### config.mk
export PLATFORM = sky130hd
export DESIGN_NAME = gfcs_top
export DESIGN_NICKNAME = d
export VERILOG_FILES = /design/src/rtl/gfcs_pkg.sv /design/src/rtl/gfcs_postscaler.sv /design/src/rtl/gfcs_sync.sv /design/src/rtl/gfcs_top.sv
export VERILOG_INCLUDE_DIRS = /design/src /design/src/rtl
export SDC_FILE = /design/constraint.sdc
export NUM_CORES = 1
export LEC_CHECK = 0
export ABC_AREA = 1
export BUFFER_PORTS_ARGS = -buffer_cell sky130_fd_sc_hd__buf_4
export CORE_MARGIN = 3
export CORE_UTILIZATION = 56
export CTS_BUF_LIST = sky130_fd_sc_hd__clkbuf_8 sky130_fd_sc_hd__clkbuf_16
export DETAILED_ROUTE_END_ITERATION = 6
export HOLD_SLACK_MARGIN = 0.08
export PLACE_DENSITY_LB_ADDON = 0.15
export SETUP_SLACK_MARGIN = 0.02
export SYNTH_ARGS = -nofsm -noshare
export SYNTH_HDL_FRONTEND = slang
export SYNTH_SLANG_ARGS = --single-unit
### constraint.sdc
create_clock -name aclk -period 2.33 [get_ports aclk]
set_input_delay 0.5825 -clock aclk [delete_from_list [all_inputs] [get_ports aclk]]
set_output_delay 0.5825 -clock aclk [all_outputs]
set_load 0.01 [all_outputs]
### src/rtl/gfcs_consts.svh
// Offsets, field positions, reset values and switch timing counts of the clock switch
`ifndef GFCS_CONSTS_SVH
`define GFCS_CONSTS_SVH

// ==========================================================
// Register map (byte addresses)
`define GFCS_CTRL_OFS 12'h000
`define GFCS_STAT_OFS 12'h004

// ==========================================================
// Status field positions
`define GFCS_STAT_STARTUP_BIT 0
`define GFCS_STAT_INT_STABLE_BIT 1
`define GFCS_STAT_SECONDARY_BIT 2
`define GFCS_STAT_BUSY_BIT 3
`define GFCS_STAT_ACTIVE_LSB 4

// ==========================================================
// Reset values and postscaler select ends
`define GFCS_FREQ_RESET 3'h4
`define GFCS_FREQ_FULL 3'h7
`define GFCS_FREQ_LOWEST 3'h0
`define GFCS_CSS_RESET 2'h0

// ==========================================================
// Switch pause: outgoing periods, incoming falling edges
`define GFCS_OLD_CYCLES 2'h2
`define GFCS_NEW_CYCLES 2'h3

// ==========================================================
// Bus answers
`define GFCS_RESP_OKAY 2'h0
`define GFCS_RESP_SLVERR 2'h2

`endif

### src/rtl/gfcs_pkg.sv
// Types shared by the clock switch modules
package gfcs_pkg;

  typedef enum logic [1:0] {
    SRC_PRIMARY = 2'h0,
    SRC_SECONDARY = 2'h1,
    SRC_INTERNAL = 2'h2
  } gfcs_src_type;

  typedef enum logic [3:0] {
    ST_RUN = 4'h1,
    ST_WAIT = 4'h2,
    ST_OLD = 4'h4,
    ST_NEW = 4'h8
  } gfcs_state_type;

  // Software control word, bit 0 at the bottom
  typedef struct packed {
    logic fail_safe_enable;
    logic watchdog_enable;
    logic idle_on_sleep_enable;
    logic [1:0] clock_source_select;
    logic low_freq_source_select;
    logic [2:0] internal_osc_freq_select;
  } gfcs_ctrl_type;

  // Asynchronous pin inputs, sampled together
  typedef struct packed {
    logic primary_clk;
    logic secondary_clk;
    logic fast_clk;
    logic slow_clk;
    logic primary_ready;
    logic secondary_ready;
    logic fast_ready;
  } gfcs_pins_type;

endpackage

### src/rtl/gfcs_postscaler.sv
// Postscaler of the fast internal oscillator: divide by 1 to 256
`include "gfcs_consts.svh"

module gfcs_postscaler (
  input logic aclk,
  input logic aresetn,
  input logic fast_lvl,
  input logic [2:0] freq_sel,
  output logic out_lvl
);

  logic fast_q;
  logic [7:0] div_cnt;

  always_ff @(posedge aclk) begin
    if (!aresetn) begin
      fast_q <= 1'b0;
      div_cnt <= 8'h00;
    end else begin
      fast_q <= fast_lvl;
      if (fast_lvl && !fast_q) begin
        div_cnt <= div_cnt + 8'h01;
      end
    end
  end

  // Counter bit k toggles at fast/2^(k+1); lowest select takes bit 7
  always_ff @(posedge aclk) begin
    if (!aresetn) begin
      out_lvl <= 1'b0;
    end else if (freq_sel == `GFCS_FREQ_FULL) begin
      out_lvl <= fast_lvl;
    end else if (freq_sel == `GFCS_FREQ_LOWEST) begin
      out_lvl <= div_cnt[7];
    end else begin
      out_lvl <= div_cnt[3'h6 - freq_sel];
    end
  end

endmodule

### src/rtl/gfcs_sync.sv
// Three-stage pin synchroniser; output moves when stages two and three agree
module gfcs_sync #(
  parameter int WIDTH = 7
) (
  input logic aclk,
  input logic aresetn,
  input logic [WIDTH-1:0] pin_in,
  output logic [WIDTH-1:0] pin_out
);

  logic [WIDTH-1:0] stage1;
  logic [WIDTH-1:0] stage2;
  logic [WIDTH-1:0] stage3;

  always_ff @(posedge aclk) begin
    if (!aresetn) begin
      stage1 <= '0;
      stage2 <= '0;
      stage3 <= '0;
      pin_out <= '0;
    end else begin
      stage1 <= pin_in;
      stage2 <= stage1;
      stage3 <= stage2;
      for (int i = 0; i < WIDTH; i++) begin
        if (stage2[i] == stage3[i]) begin
          pin_out[i] <= stage3[i];
        end
      end
    end
  end

endmodule

### src/rtl/gfcs_top.sv
// Glitch-free system clock switch with AXI4-Lite control and status
`include "gfcs_consts.svh"

module gfcs_top
  import gfcs_pkg::*;
(
  input logic aclk,
  input logic aresetn,
  input logic awvalid,
  output logic awready,
  input logic [31:0] awaddr,
  input logic wvalid,
  output logic wready,
  input logic [31:0] wdata,
  input logic [3:0] wstrb,
  output logic bvalid,
  input logic bready,
  output logic [1:0] bresp,
  input logic arvalid,
  output logic arready,
  input logic [31:0] araddr,
  output logic rvalid,
  input logic rready,
  output logic [31:0] rdata,
  output logic [1:0] rresp,
  input logic primary_osc_clk,
  input logic secondary_osc_clk,
  input logic fast_internal_osc,
  input logic slow_rc_osc,
  input logic primary_osc_ready,
  input logic secondary_osc_ready,
  input logic fast_osc_ready,
  output logic core_clk,
  output logic primary_osc_enable,
  output logic fast_osc_enable,
  output logic slow_rc_enable,
  output logic startup_timer_done_flag,
  output logic internal_osc_stable_flag,
  output logic secondary_clock_active_flag,
  output logic idle_on_sleep_enable
);

  // ==========================================================
  // Helpers
  function automatic gfcs_src_type css_to_src(input logic [1:0] css);
    if (css[1]) begin
      return SRC_INTERNAL;
    end else if (css[0]) begin
      return SRC_SECONDARY;
    end else begin
      return SRC_PRIMARY;
    end
  endfunction

  function automatic logic src_level(input gfcs_src_type src, input gfcs_pins_type p, input logic int_lvl);
    case (src)
      SRC_PRIMARY: return p.primary_clk;
      SRC_SECONDARY: return p.secondary_clk;
      default: return int_lvl;
    endcase
  endfunction

  function automatic logic addr_hit(input logic [31:0] addr, input logic [11:0] ofs);
    return (addr[11:0] == ofs) && (addr[31:12] == 20'h00000);
  endfunction

  // ==========================================================
  // Pin sampling and internal multiplexer
  gfcs_pins_type pins_raw;
  gfcs_pins_type pins;
  gfcs_ctrl_type ctrl;
  logic int_en;
  logic int_rc;
  logic ps_lvl;
  logic int_lvl;

  assign pins_raw = '{primary_clk: primary_osc_clk, secondary_clk: secondary_osc_clk,
                      fast_clk: fast_internal_osc, slow_clk: slow_rc_osc,
                      primary_ready: primary_osc_ready, secondary_ready: secondary_osc_ready,
                      fast_ready: fast_osc_ready};

  gfcs_sync #(
    .WIDTH($bits(gfcs_pins_type))
  ) u_sync (
    .aclk(aclk),
    .aresetn(aresetn),
    .pin_in(pins_raw),
    .pin_out(pins)
  );

  gfcs_postscaler u_postscaler (
    .aclk(aclk),
    .aresetn(aresetn),
    .fast_lvl(pins.fast_clk),
    .freq_sel(ctrl.internal_osc_freq_select),
    .out_lvl(ps_lvl)
  );

  assign int_en = (ctrl.internal_osc_freq_select != `GFCS_FREQ_LOWEST) || ctrl.low_freq_source_select;
  assign int_rc = !int_en;
  assign int_lvl = int_rc ? pins.slow_clk : ps_lvl;

  // ==========================================================
  // AXI4-Lite slave
  logic aw_have;
  logic w_have;
  logic [31:0] aw_addr;
  logic [31:0] w_data;
  logic [3:0] w_strb;
  logic wr_do;

  assign wr_do = aw_have && w_have && !bvalid;

  always_ff @(posedge aclk) begin
    if (!aresetn) begin
      awready <= 1'b1;
      wready <= 1'b1;
      aw_have <= 1'b0;
      w_have <= 1'b0;
      aw_addr <= 32'h00000000;
      w_data <= 32'h00000000;
      w_strb <= 4'h0;
      bvalid <= 1'b0;
      bresp <= `GFCS_RESP_OKAY;
    end else begin
      if (awvalid && awready) begin
        aw_addr <= awaddr;
        aw_have <= 1'b1;
        awready <= 1'b0;
      end
      if (wvalid && wready) begin
        w_data <= wdata;
        w_strb <= wstrb;
        w_have <= 1'b1;
        wready <= 1'b0;
      end
      if (wr_do) begin
        bvalid <= 1'b1;
        if (addr_hit(aw_addr, `GFCS_CTRL_OFS) || addr_hit(aw_addr, `GFCS_STAT_OFS)) begin
          bresp <= `GFCS_RESP_OKAY;
        end else begin
          bresp <= `GFCS_RESP_SLVERR;
        end
      end
      if (bvalid && bready) begin
        bvalid <= 1'b0;
        aw_have <= 1'b0;
        w_have <= 1'b0;
        awready <= 1'b1;
        wready <= 1'b1;
      end
    end
  end

  // Only software alters the control word; the switch never writes it
  always_ff @(posedge aclk) begin
    if (!aresetn) begin
      ctrl <= '{internal_osc_freq_select: `GFCS_FREQ_RESET, clock_source_select: `GFCS_CSS_RESET,
                default: 1'b0};
    end else if (wr_do && addr_hit(aw_addr, `GFCS_CTRL_OFS)) begin
      if (w_strb[0]) begin
        ctrl[7:0] <= w_data[7:0];
      end
      if (w_strb[1]) begin
        ctrl[8] <= w_data[8];
      end
    end
  end

  // ==========================================================
  // Switch state machine
  gfcs_state_type state;
  gfcs_src_type active;
  gfcs_src_type pend;
  gfcs_src_type target;
  logic hold;
  logic [1:0] cnt;
  logic cur_lvl;
  logic new_lvl;
  logic cur_q;
  logic new_q;
  logic cur_fall;
  logic new_fall;
  logic tgt_ready;

  assign target = css_to_src(ctrl.clock_source_select);
  assign cur_lvl = src_level(active, pins, int_lvl);
  assign new_lvl = src_level(pend, pins, int_lvl);
  assign cur_fall = cur_q && !cur_lvl;
  assign new_fall = new_q && !new_lvl;

  always_comb begin
    case (target)
      SRC_PRIMARY: tgt_ready = pins.primary_ready;
      SRC_SECONDARY: tgt_ready = pins.secondary_ready;
      default: tgt_ready = int_rc || pins.fast_ready;
    endcase
  end

  always_ff @(posedge aclk) begin
    if (!aresetn) begin
      cur_q <= 1'b0;
      new_q <= 1'b0;
    end else begin
      cur_q <= cur_lvl;
      new_q <= new_lvl;
    end
  end

  always_ff @(posedge aclk) begin
    if (!aresetn) begin
      state <= ST_RUN;
      active <= SRC_PRIMARY;
      pend <= SRC_PRIMARY;
      hold <= 1'b0;
      cnt <= 2'h0;
    end else begin
      case (state)
        ST_RUN: begin
          if (target != active) begin
            pend <= target;
            state <= ST_WAIT;
          end
        end
        ST_WAIT: begin
          // Old source keeps the core running meanwhile
          pend <= target;
          if (target == active) begin
            state <= ST_RUN;
          end else if (tgt_ready) begin
            state <= ST_OLD;
            cnt <= 2'h0;
          end
        end
        ST_OLD: begin
          // Freeze low on a falling edge, then let two old periods pass
          if (cur_fall) begin
            if (!hold) begin
              hold <= 1'b1;
            end else if (cnt == `GFCS_OLD_CYCLES - 2'h1) begin
              cnt <= 2'h0;
              state <= ST_NEW;
            end else begin
              cnt <= cnt + 2'h1;
            end
          end
        end
        ST_NEW: begin
          // Third incoming fall: release while new source is low
          if (new_fall) begin
            if (cnt == `GFCS_NEW_CYCLES - 2'h1) begin
              cnt <= 2'h0;
              active <= pend;
              hold <= 1'b0;
              state <= ST_RUN;
            end else begin
              cnt <= cnt + 2'h1;
            end
          end
        end
        default: begin
          state <= ST_RUN;
        end
      endcase
    end
  end

  always_ff @(posedge aclk) begin
    if (!aresetn) begin
      core_clk <= 1'b0;
    end else begin
      core_clk <= hold ? 1'b0 : cur_lvl;
    end
  end

  // ==========================================================
  // Source flags and oscillator enables
  always_ff @(posedge aclk) begin
    if (!aresetn) begin
      startup_timer_done_flag <= 1'b0;
      internal_osc_stable_flag <= 1'b0;
      secondary_clock_active_flag <= 1'b0;
    end else begin
      startup_timer_done_flag <= (active == SRC_PRIMARY) && pins.primary_ready;
      internal_osc_stable_flag <= (active == SRC_INTERNAL) && int_en && pins.fast_ready;
      secondary_clock_active_flag <= (active == SRC_SECONDARY);
    end
  end

  always_ff @(posedge aclk) begin
    if (!aresetn) begin
      primary_osc_enable <= 1'b1;
      fast_osc_enable <= 1'b0;
      slow_rc_enable <= 1'b0;
      idle_on_sleep_enable <= 1'b0;
    end else begin
      primary_osc_enable <= (active == SRC_PRIMARY) || (target == SRC_PRIMARY);
      fast_osc_enable <= int_en;
      slow_rc_enable <= ctrl.watchdog_enable || ctrl.fail_safe_enable ||
                        (int_rc && ((active == SRC_INTERNAL) || (target == SRC_INTERNAL)));
      idle_on_sleep_enable <= ctrl.idle_on_sleep_enable;
    end
  end

  // ==========================================================
  // Register read
  always_ff @(posedge aclk) begin
    if (!aresetn) begin
      arready <= 1'b1;
      rvalid <= 1'b0;
      rdata <= 32'h00000000;
      rresp <= `GFCS_RESP_OKAY;
    end else if (arvalid && arready) begin
      arready <= 1'b0;
      rvalid <= 1'b1;
      rresp <= `GFCS_RESP_OKAY;
      if (addr_hit(araddr, `GFCS_CTRL_OFS)) begin
        rdata <= {23'h000000, ctrl};
      end else if (addr_hit(araddr, `GFCS_STAT_OFS)) begin
        rdata <= {26'h0000000, active, state != ST_RUN, secondary_clock_active_flag,
                  internal_osc_stable_flag, startup_timer_done_flag};
      end else begin
        rdata <= 32'h00000000;
        rresp <= `GFCS_RESP_SLVERR;
      end
    end else if (rvalid && rready) begin
      rvalid <= 1'b0;
      arready <= 1'b1;
    end
  end
endmodule

# Yosys cells after proc, flatten, opt, wreduce, memory -nomap -nowiden
# Index checks and enable logic that the tools add are counted.
dict set report word_totals {
  in_bits 114
  reg_bits 154
  elab_cells 180
  out_inout_bits 49
}
dict set report classes {
  addsub 3
  reduce_logical 53
  eq_ne 33
  mux 42
  order_cmp 1
  n_bitwise 1
}
# op count
set ops {}
lappend ops {{logical NOT 20 bit} 2}
lappend ops {{2-to-1 mux 4 bit} 8}
lappend ops {{== test 12 x 3 -> 1 bit (second input constant)} 2}
lappend ops {{logical NOT 12 bit} 2}
lappend ops {{2-to-1 mux 2 bit} 12}
lappend ops {{logical AND 1 bit} 19}
lappend ops {{inequality test 2 bit (second input constant)} 8}
lappend ops {{one-hot mux 4 bit (4 select lines)} 1}
lappend ops {{2-to-1 mux 1 bit} 12}
lappend ops {{2-to-1 mux 9 bit} 1}
lappend ops {{adder 8 x 1 -> 8 bit (second input constant)} 1}
lappend ops {{== test 2 x 1 -> 1 bit (second input constant)} 4}
lappend ops {{one-hot mux 1 bit (2 select lines)} 4}
lappend ops {{== test 1 bit} 7}
lappend ops {{logical OR 1 bit} 7}
lappend ops {{AND reduction 7 bit} 1}
lappend ops {{== test 2 bit (second input constant)} 3}
lappend ops {{logical NOT 2 bit} 3}
lappend ops {{2-to-1 mux 6 bit} 1}
lappend ops {{one-hot mux 2 bit (3 select lines)} 1}
lappend ops {{AND reduction 2 bit} 3}
lappend ops {{AND reduction 6 bit} 1}
lappend ops {{nonzero test 2 bit} 3}
lappend ops {{nonzero test 3 bit} 2}
lappend ops {{other kinds (20)} 25}

# Depth between registers and ports, before layout
dict set report logic_depth {
  depth_word 8
  ltp_mapped 12
  mapped_depth_nobuf 12
}

# Modules after synthesis
# A second synthesis with hierarchy kept.
dict set report unflattened {
  hier_cells 802
  hier_area_um2 5670.4
}
# module seq_area_each_um2 n_inst cells_per_inst area_each_um2
set by_module_without_submodules {}
lappend by_module_without_submodules {gfcs_top 1821.7 1 612 4190.3}
lappend by_module_without_submodules {gfcs_sync 560.5 1 94 852.1}
lappend by_module_without_submodules {gfcs_postscaler 200.2 1 96 628.1}

# Worst setup path after synthesis
# OpenSTA, ideal clock, no wires.
dict set report synth_timing {
  kind {reg-to-reg}
  from {reg ctrl[0] in the netlist's numbering}
  to {reg active[0]}
  stages_incl_launch_ff 12
  t_arrival_ns 1.430
  setup_slack_ns 0.780
  synth_period_minus_slack_ns 1.550
  required_time_ns 2.210
  setup_time_ns 0.120
  path_buffers 0
  cell_sequence {dfxtp_1 > inv_1 > ha_1 > inv_1 > nor2_2 > nand3_2 > nand3_2 > nand3_1 > inv_1 > nand2_1 > o21ai_0 > a21oi_1}
}
dict set report synth_between {
  elab_chain_cells 7
}
# element line_no
set synth_rtl {}
lappend synth_rtl {{from (decl)} gfcs_top.sv:71} ;# gfcs_ctrl_type ctrl;
lappend synth_rtl {{from (signal assigned)} gfcs_top.sv:158} ;# ctrl <= '{internal_osc_freq_select: `GFCS_FREQ_RESET, clock_source_select: `GFCS_CSS_RESET,
lappend synth_rtl {{nonzero test 3 bit (no source line)} -}
lappend synth_rtl {{logical OR 1 bit} gfcs_top.sv:99} ;# assign int_en = (ctrl.internal_osc_freq_select != `GFCS_FREQ_LOWEST) || ctrl.low_freq_source_select;
lappend synth_rtl {{2-to-1 mux 1 bit} gfcs_top.sv:101} ;# assign int_lvl = int_rc ? pins.slow_clk : ps_lvl;
lappend synth_rtl {{one-hot mux 1 bit (2 select lines)} gfcs_top.sv:56} ;# case (src)
lappend synth_rtl {{logical NOT 1 bit} gfcs_top.sv:190} ;# assign new_fall = new_q && !new_lvl;
lappend synth_rtl {{logical AND 1 bit} gfcs_top.sv:190}
lappend synth_rtl {{AND reduction 3 bit (no source line)} -}
lappend synth_rtl {{to (signal assigned)} gfcs_top.sv:253} ;# active <= pend;
lappend synth_rtl {{to (decl)} gfcs_top.sv:173} ;# gfcs_src_type active;
# Every way passes these cells.
# A chain may end at the register's enable or synchronous reset.

# Worst setup path after layout
# Same ends and word-level chain as after synthesis.

==> impl_metrics.yaml <==
logic_synthesis:
  ys.flop_type: "dfxtp_1"
  synthesis.area_um2: 5600
  netlist_instances: 779
  yosysSeqAreaShare: 0.461
  synthArstFlopShare: 0
  ys_types: 34
  syn-mean-instance-area_um2: 7.19
  yosysWarnings: 0
  synth_edf_count: 0
  ys_ff_latch: 129
routing:
  avgViaCountPerCell: 5.06
  first_pass_iters: 5
  wl_per_cell_um: 12.4
  drt.antenna.violating_nets: 0
  vias: 5234
  drtIter0Drc: 255
  drc: 0
  routed_wl_um: 12800
sta:
  setup_tns_ns: 0
  hold_violations: 0
  finalCriticalPeriod_ns: 1.89
  fmax_mhz: 530
  finalClockSkew_ns: 0.00623
  rsz0062_at_grt: "false"
  report.final.slew_viol_count: 0
  setup_viol: 0
  fin_crit_sh: 0.810
global_route:
  overflow: 0
  grt_pass1_wl_um: 21600
  grt_max_degree: 61
  first_global_vias: 5067
  antenna_found_initial: 0
  track_usage: 0.234
worst_setup_path:
  r2r_cells: 11
  startpoint: "ctrl[0]"
  r2r-end: "active[0]"
  crit_type: "register to register"
  cp_max_fo: 9
  rrSetupSlack_ns: 0.44
  r2r-start: "ctrl[0]"
  crit_path_end: "active[0]"
  start_kind: "register"
  critPathArrivalTime_ns: 2.30
  cp.required_ns: 2.74
  worstSetupEndpointType: "register"
cts:
  cts_sinks: 129
  post_cts_buffers: 0
  numCtsBuffers: 17
  clk_latency_ns: 0.52
  ctsLongestPathBuffers: 2
  h-tree-depth: 4
  cts_resized: 0
  clk_root_buffer_cell: "clkbuf_8"
  hold_buffers: 0
  cts_tree: "yes"
  clkSlewWorstSetupHoldPaths_ns: 0.06
placed_design:
  gp_congestion: 0.902
  io_buffers: 112
  hpwlAfterDp_um: 9110
power_and_ir_drop:
  power_density_nw_per_um2: 788
  p_switching_w: 0.00154
  comb_power_share: 0.128
  seqPwrFrac: 0.438
  swShare: 0.280
  pwr-share-clk: 0.434
  max-vdd-ir-drop_mv: 0.493
  internal_power_w: 0.00397
  p_leak_nw: 3.43
floorplan:
  core_area_um2: 9460
  ios: 163
  start_util: 0.592
  die_w_um: 106
  fp-row-count: 35
  die-area_um2: 11200
  fp.dieH_um: 106
cells_and_area:
  final_layout_size_suffix_gt1_frac: 0.196
  nNetsFinal: 1010
  nFillCells: 729
  antenna_cells: 0
  multi_input_area_um2: 2410
  syn_to_final_growth_pct: 24.8
  final_util: 0.739
  register_area_um2: 2580
min_path:
  hold_path.class: "input port to register"
outcome:
  status: "finished, final reports clean"
flow_run:
  cap_viol_max_count: 0
cell usage in the layout, fill, tap and decap left out, types with 2 or more instances in the layout:
cell / count
dfxtp_1: 129
a21oi_1: 45
nor2_2: 3
ha_1: 4
buf_4: 116
xnor2_1: 2
clkinv_4: 3
a31oi_1: 3
o21ai_0: 72
o211ai_1: 2
clkinvlp_4: 4
conb_1: 25
inv_6: 6
nand3_1: 40
nor4_1: 2
nand4_1: 13
clkbuf_16: 16
nor3_2: 3
inv_1: 104
nand2_2: 7
nor2_4: 3
nor3b_1: 2
inv_2: 4
nor3_1: 12
nand2_1: 124
nor2_1: 140
nand3b_1: 4
nand3_2: 7
layout make-up:
class | count | share of cell area
Clock inverter | 15 | 0.0179
Tap cell | 129 | 0.0231
Sequential cell | 129 | 0.369
Multi-Input combinational cell | 518 | 0.344
Clock buffer | 17 | 0.0592
Timing Repair Buffer | 117 | 0.127
Inverter | 109 | 0.0585
cell usage after synthesis (3+ instances only):
library cell / n / share of area
clkbuf_1: 17 / 0.011
nand2_2: 7 / 0.0078
nor2_4: 3 / 0.0060
nor3_2: 3 / 0.0054
nand3_1: 40 / 0.036
inv_1: 104 / 0.070
nor3_1: 12 / 0.011
dfxtp_1: 129 / 0.46
nor2_1: 140 / 0.094
a21oi_1: 45 / 0.040
a31oi_1: 3 / 0.0034
o21ai_0: 72 / 0.064
nand3_2: 7 / 0.013
ha_1: 4 / 0.0089
inv_2: 4 / 0.0027
buf_4: 26 / 0.035
nand3b_1: 4 / 0.0054
nand4_1: 13 / 0.015
nor2_2: 3 / 0.0034
nand2_1: 124 / 0.083
worst min-delay path by stage:
| stage | start | endpoint | slack (ns) | depth (start not counted) |
|---|---|---|---|---|
| 4_1_cts | fast_osc_ready | u_sync.stage1[0] | 0.22 | 3 |
| 3_5_place_dp | u_sync.stage1[1] | u_sync.stage2[1] | 0.40 | 2 |
| 3_3_place_gp | u_sync.stage1[5] | u_sync.stage2[5] | 0.39 | 2 |
| 2_1_floorplan | u_sync.stage1[0] | u_sync.stage2[0] | 0.39 | 2 |
| 6_report | secondary_osc_clk | u_sync.stage1[5] | 0.24 | 3 |
| 5_1_grt | secondary_osc_clk | u_sync.stage1[5] | 0.24 | 3 |
per-stage QoR:
step	power, W	cells	area [µm²]	setup slack, ns	hold slack (ns)
floorplan	0.00293	803	5690	0.780	0.390
global placement	0.00311	1002	6450	0.514	0.392
CTS	0.00552	1034	6990	0.449	0.223
detailed placement	0.00315	1002	6450	0.422	0.401
finish	0.00551	1034	6990	0.443	0.235
global route	0.00574	1034	6990	0.244	0.239
power groups by stage:
stage | combinational [W] | sequential, W | clock [W]
final | 0.000707 | 0.00241 | 0.00239
after global routing | 0.000804 | 0.00242 | 0.00251
after CTS | 0.000701 | 0.00241 | 0.00241
after detailed placement | 0.000694 | 0.00246 | 0
after global placement | 0.000666 | 0.00245 | 0
after floorplan | 0.000480 | 0.00245 | 0
state kept, by name, summed over array words and instances, names as in the netlist, 4 cells and up:
register,flops
ctrl,9
u_postscaler.div_cnt,8
u_sync.pin_out,7
u_sync.stage2,7
u_sync.stage1,7
u_sync.stage3,7
state,4
rdata,9
w_data,9
aw_addr,32
critical path: stages, from the launching register on:
cell,delay [ns]
dfxtp_1,0.39
inv_1,0.18
ha_1,0.21
inv_1,0.06
nor2_2,0.16
nand3_2,0.14
nand3_2,0.09
nand3_1,0.11
inv_1,0.07
nand2_1,0.11
o21ai_0,0.20
a21oi_1,0.07
cells by family (layout without fill, tap and decap cells):
group | count (synthesis) | after routing | share of synthesized area
AOI/OAI and AO/OA | 126 | 126 | 0.116
DFF | 129 | 129 | 0.461
xor gates and xnor gates | 2 | 2 | 0.00313
adders and majority gates | 4 | 4 | 0.00894
other | 1 | 25 | 0.000670
and+or+nand+nor | 361 | 361 | 0.286
buffers and inverters | 156 | 258 | 0.125
routing by layer:
metal | track usage | vias up | part of all wire
li1 | - | 2648 | -
met1 | 0.281 | 2380 | 0.44
met2 | 0.408 | 180 | 0.48
met3 | 0.0522 | 26 | 0.062
met4 | 0.0870 | 0 | 0.019
met5 | 0 | - | 0
No activity file was read; power rests on OpenSTA's default activity.
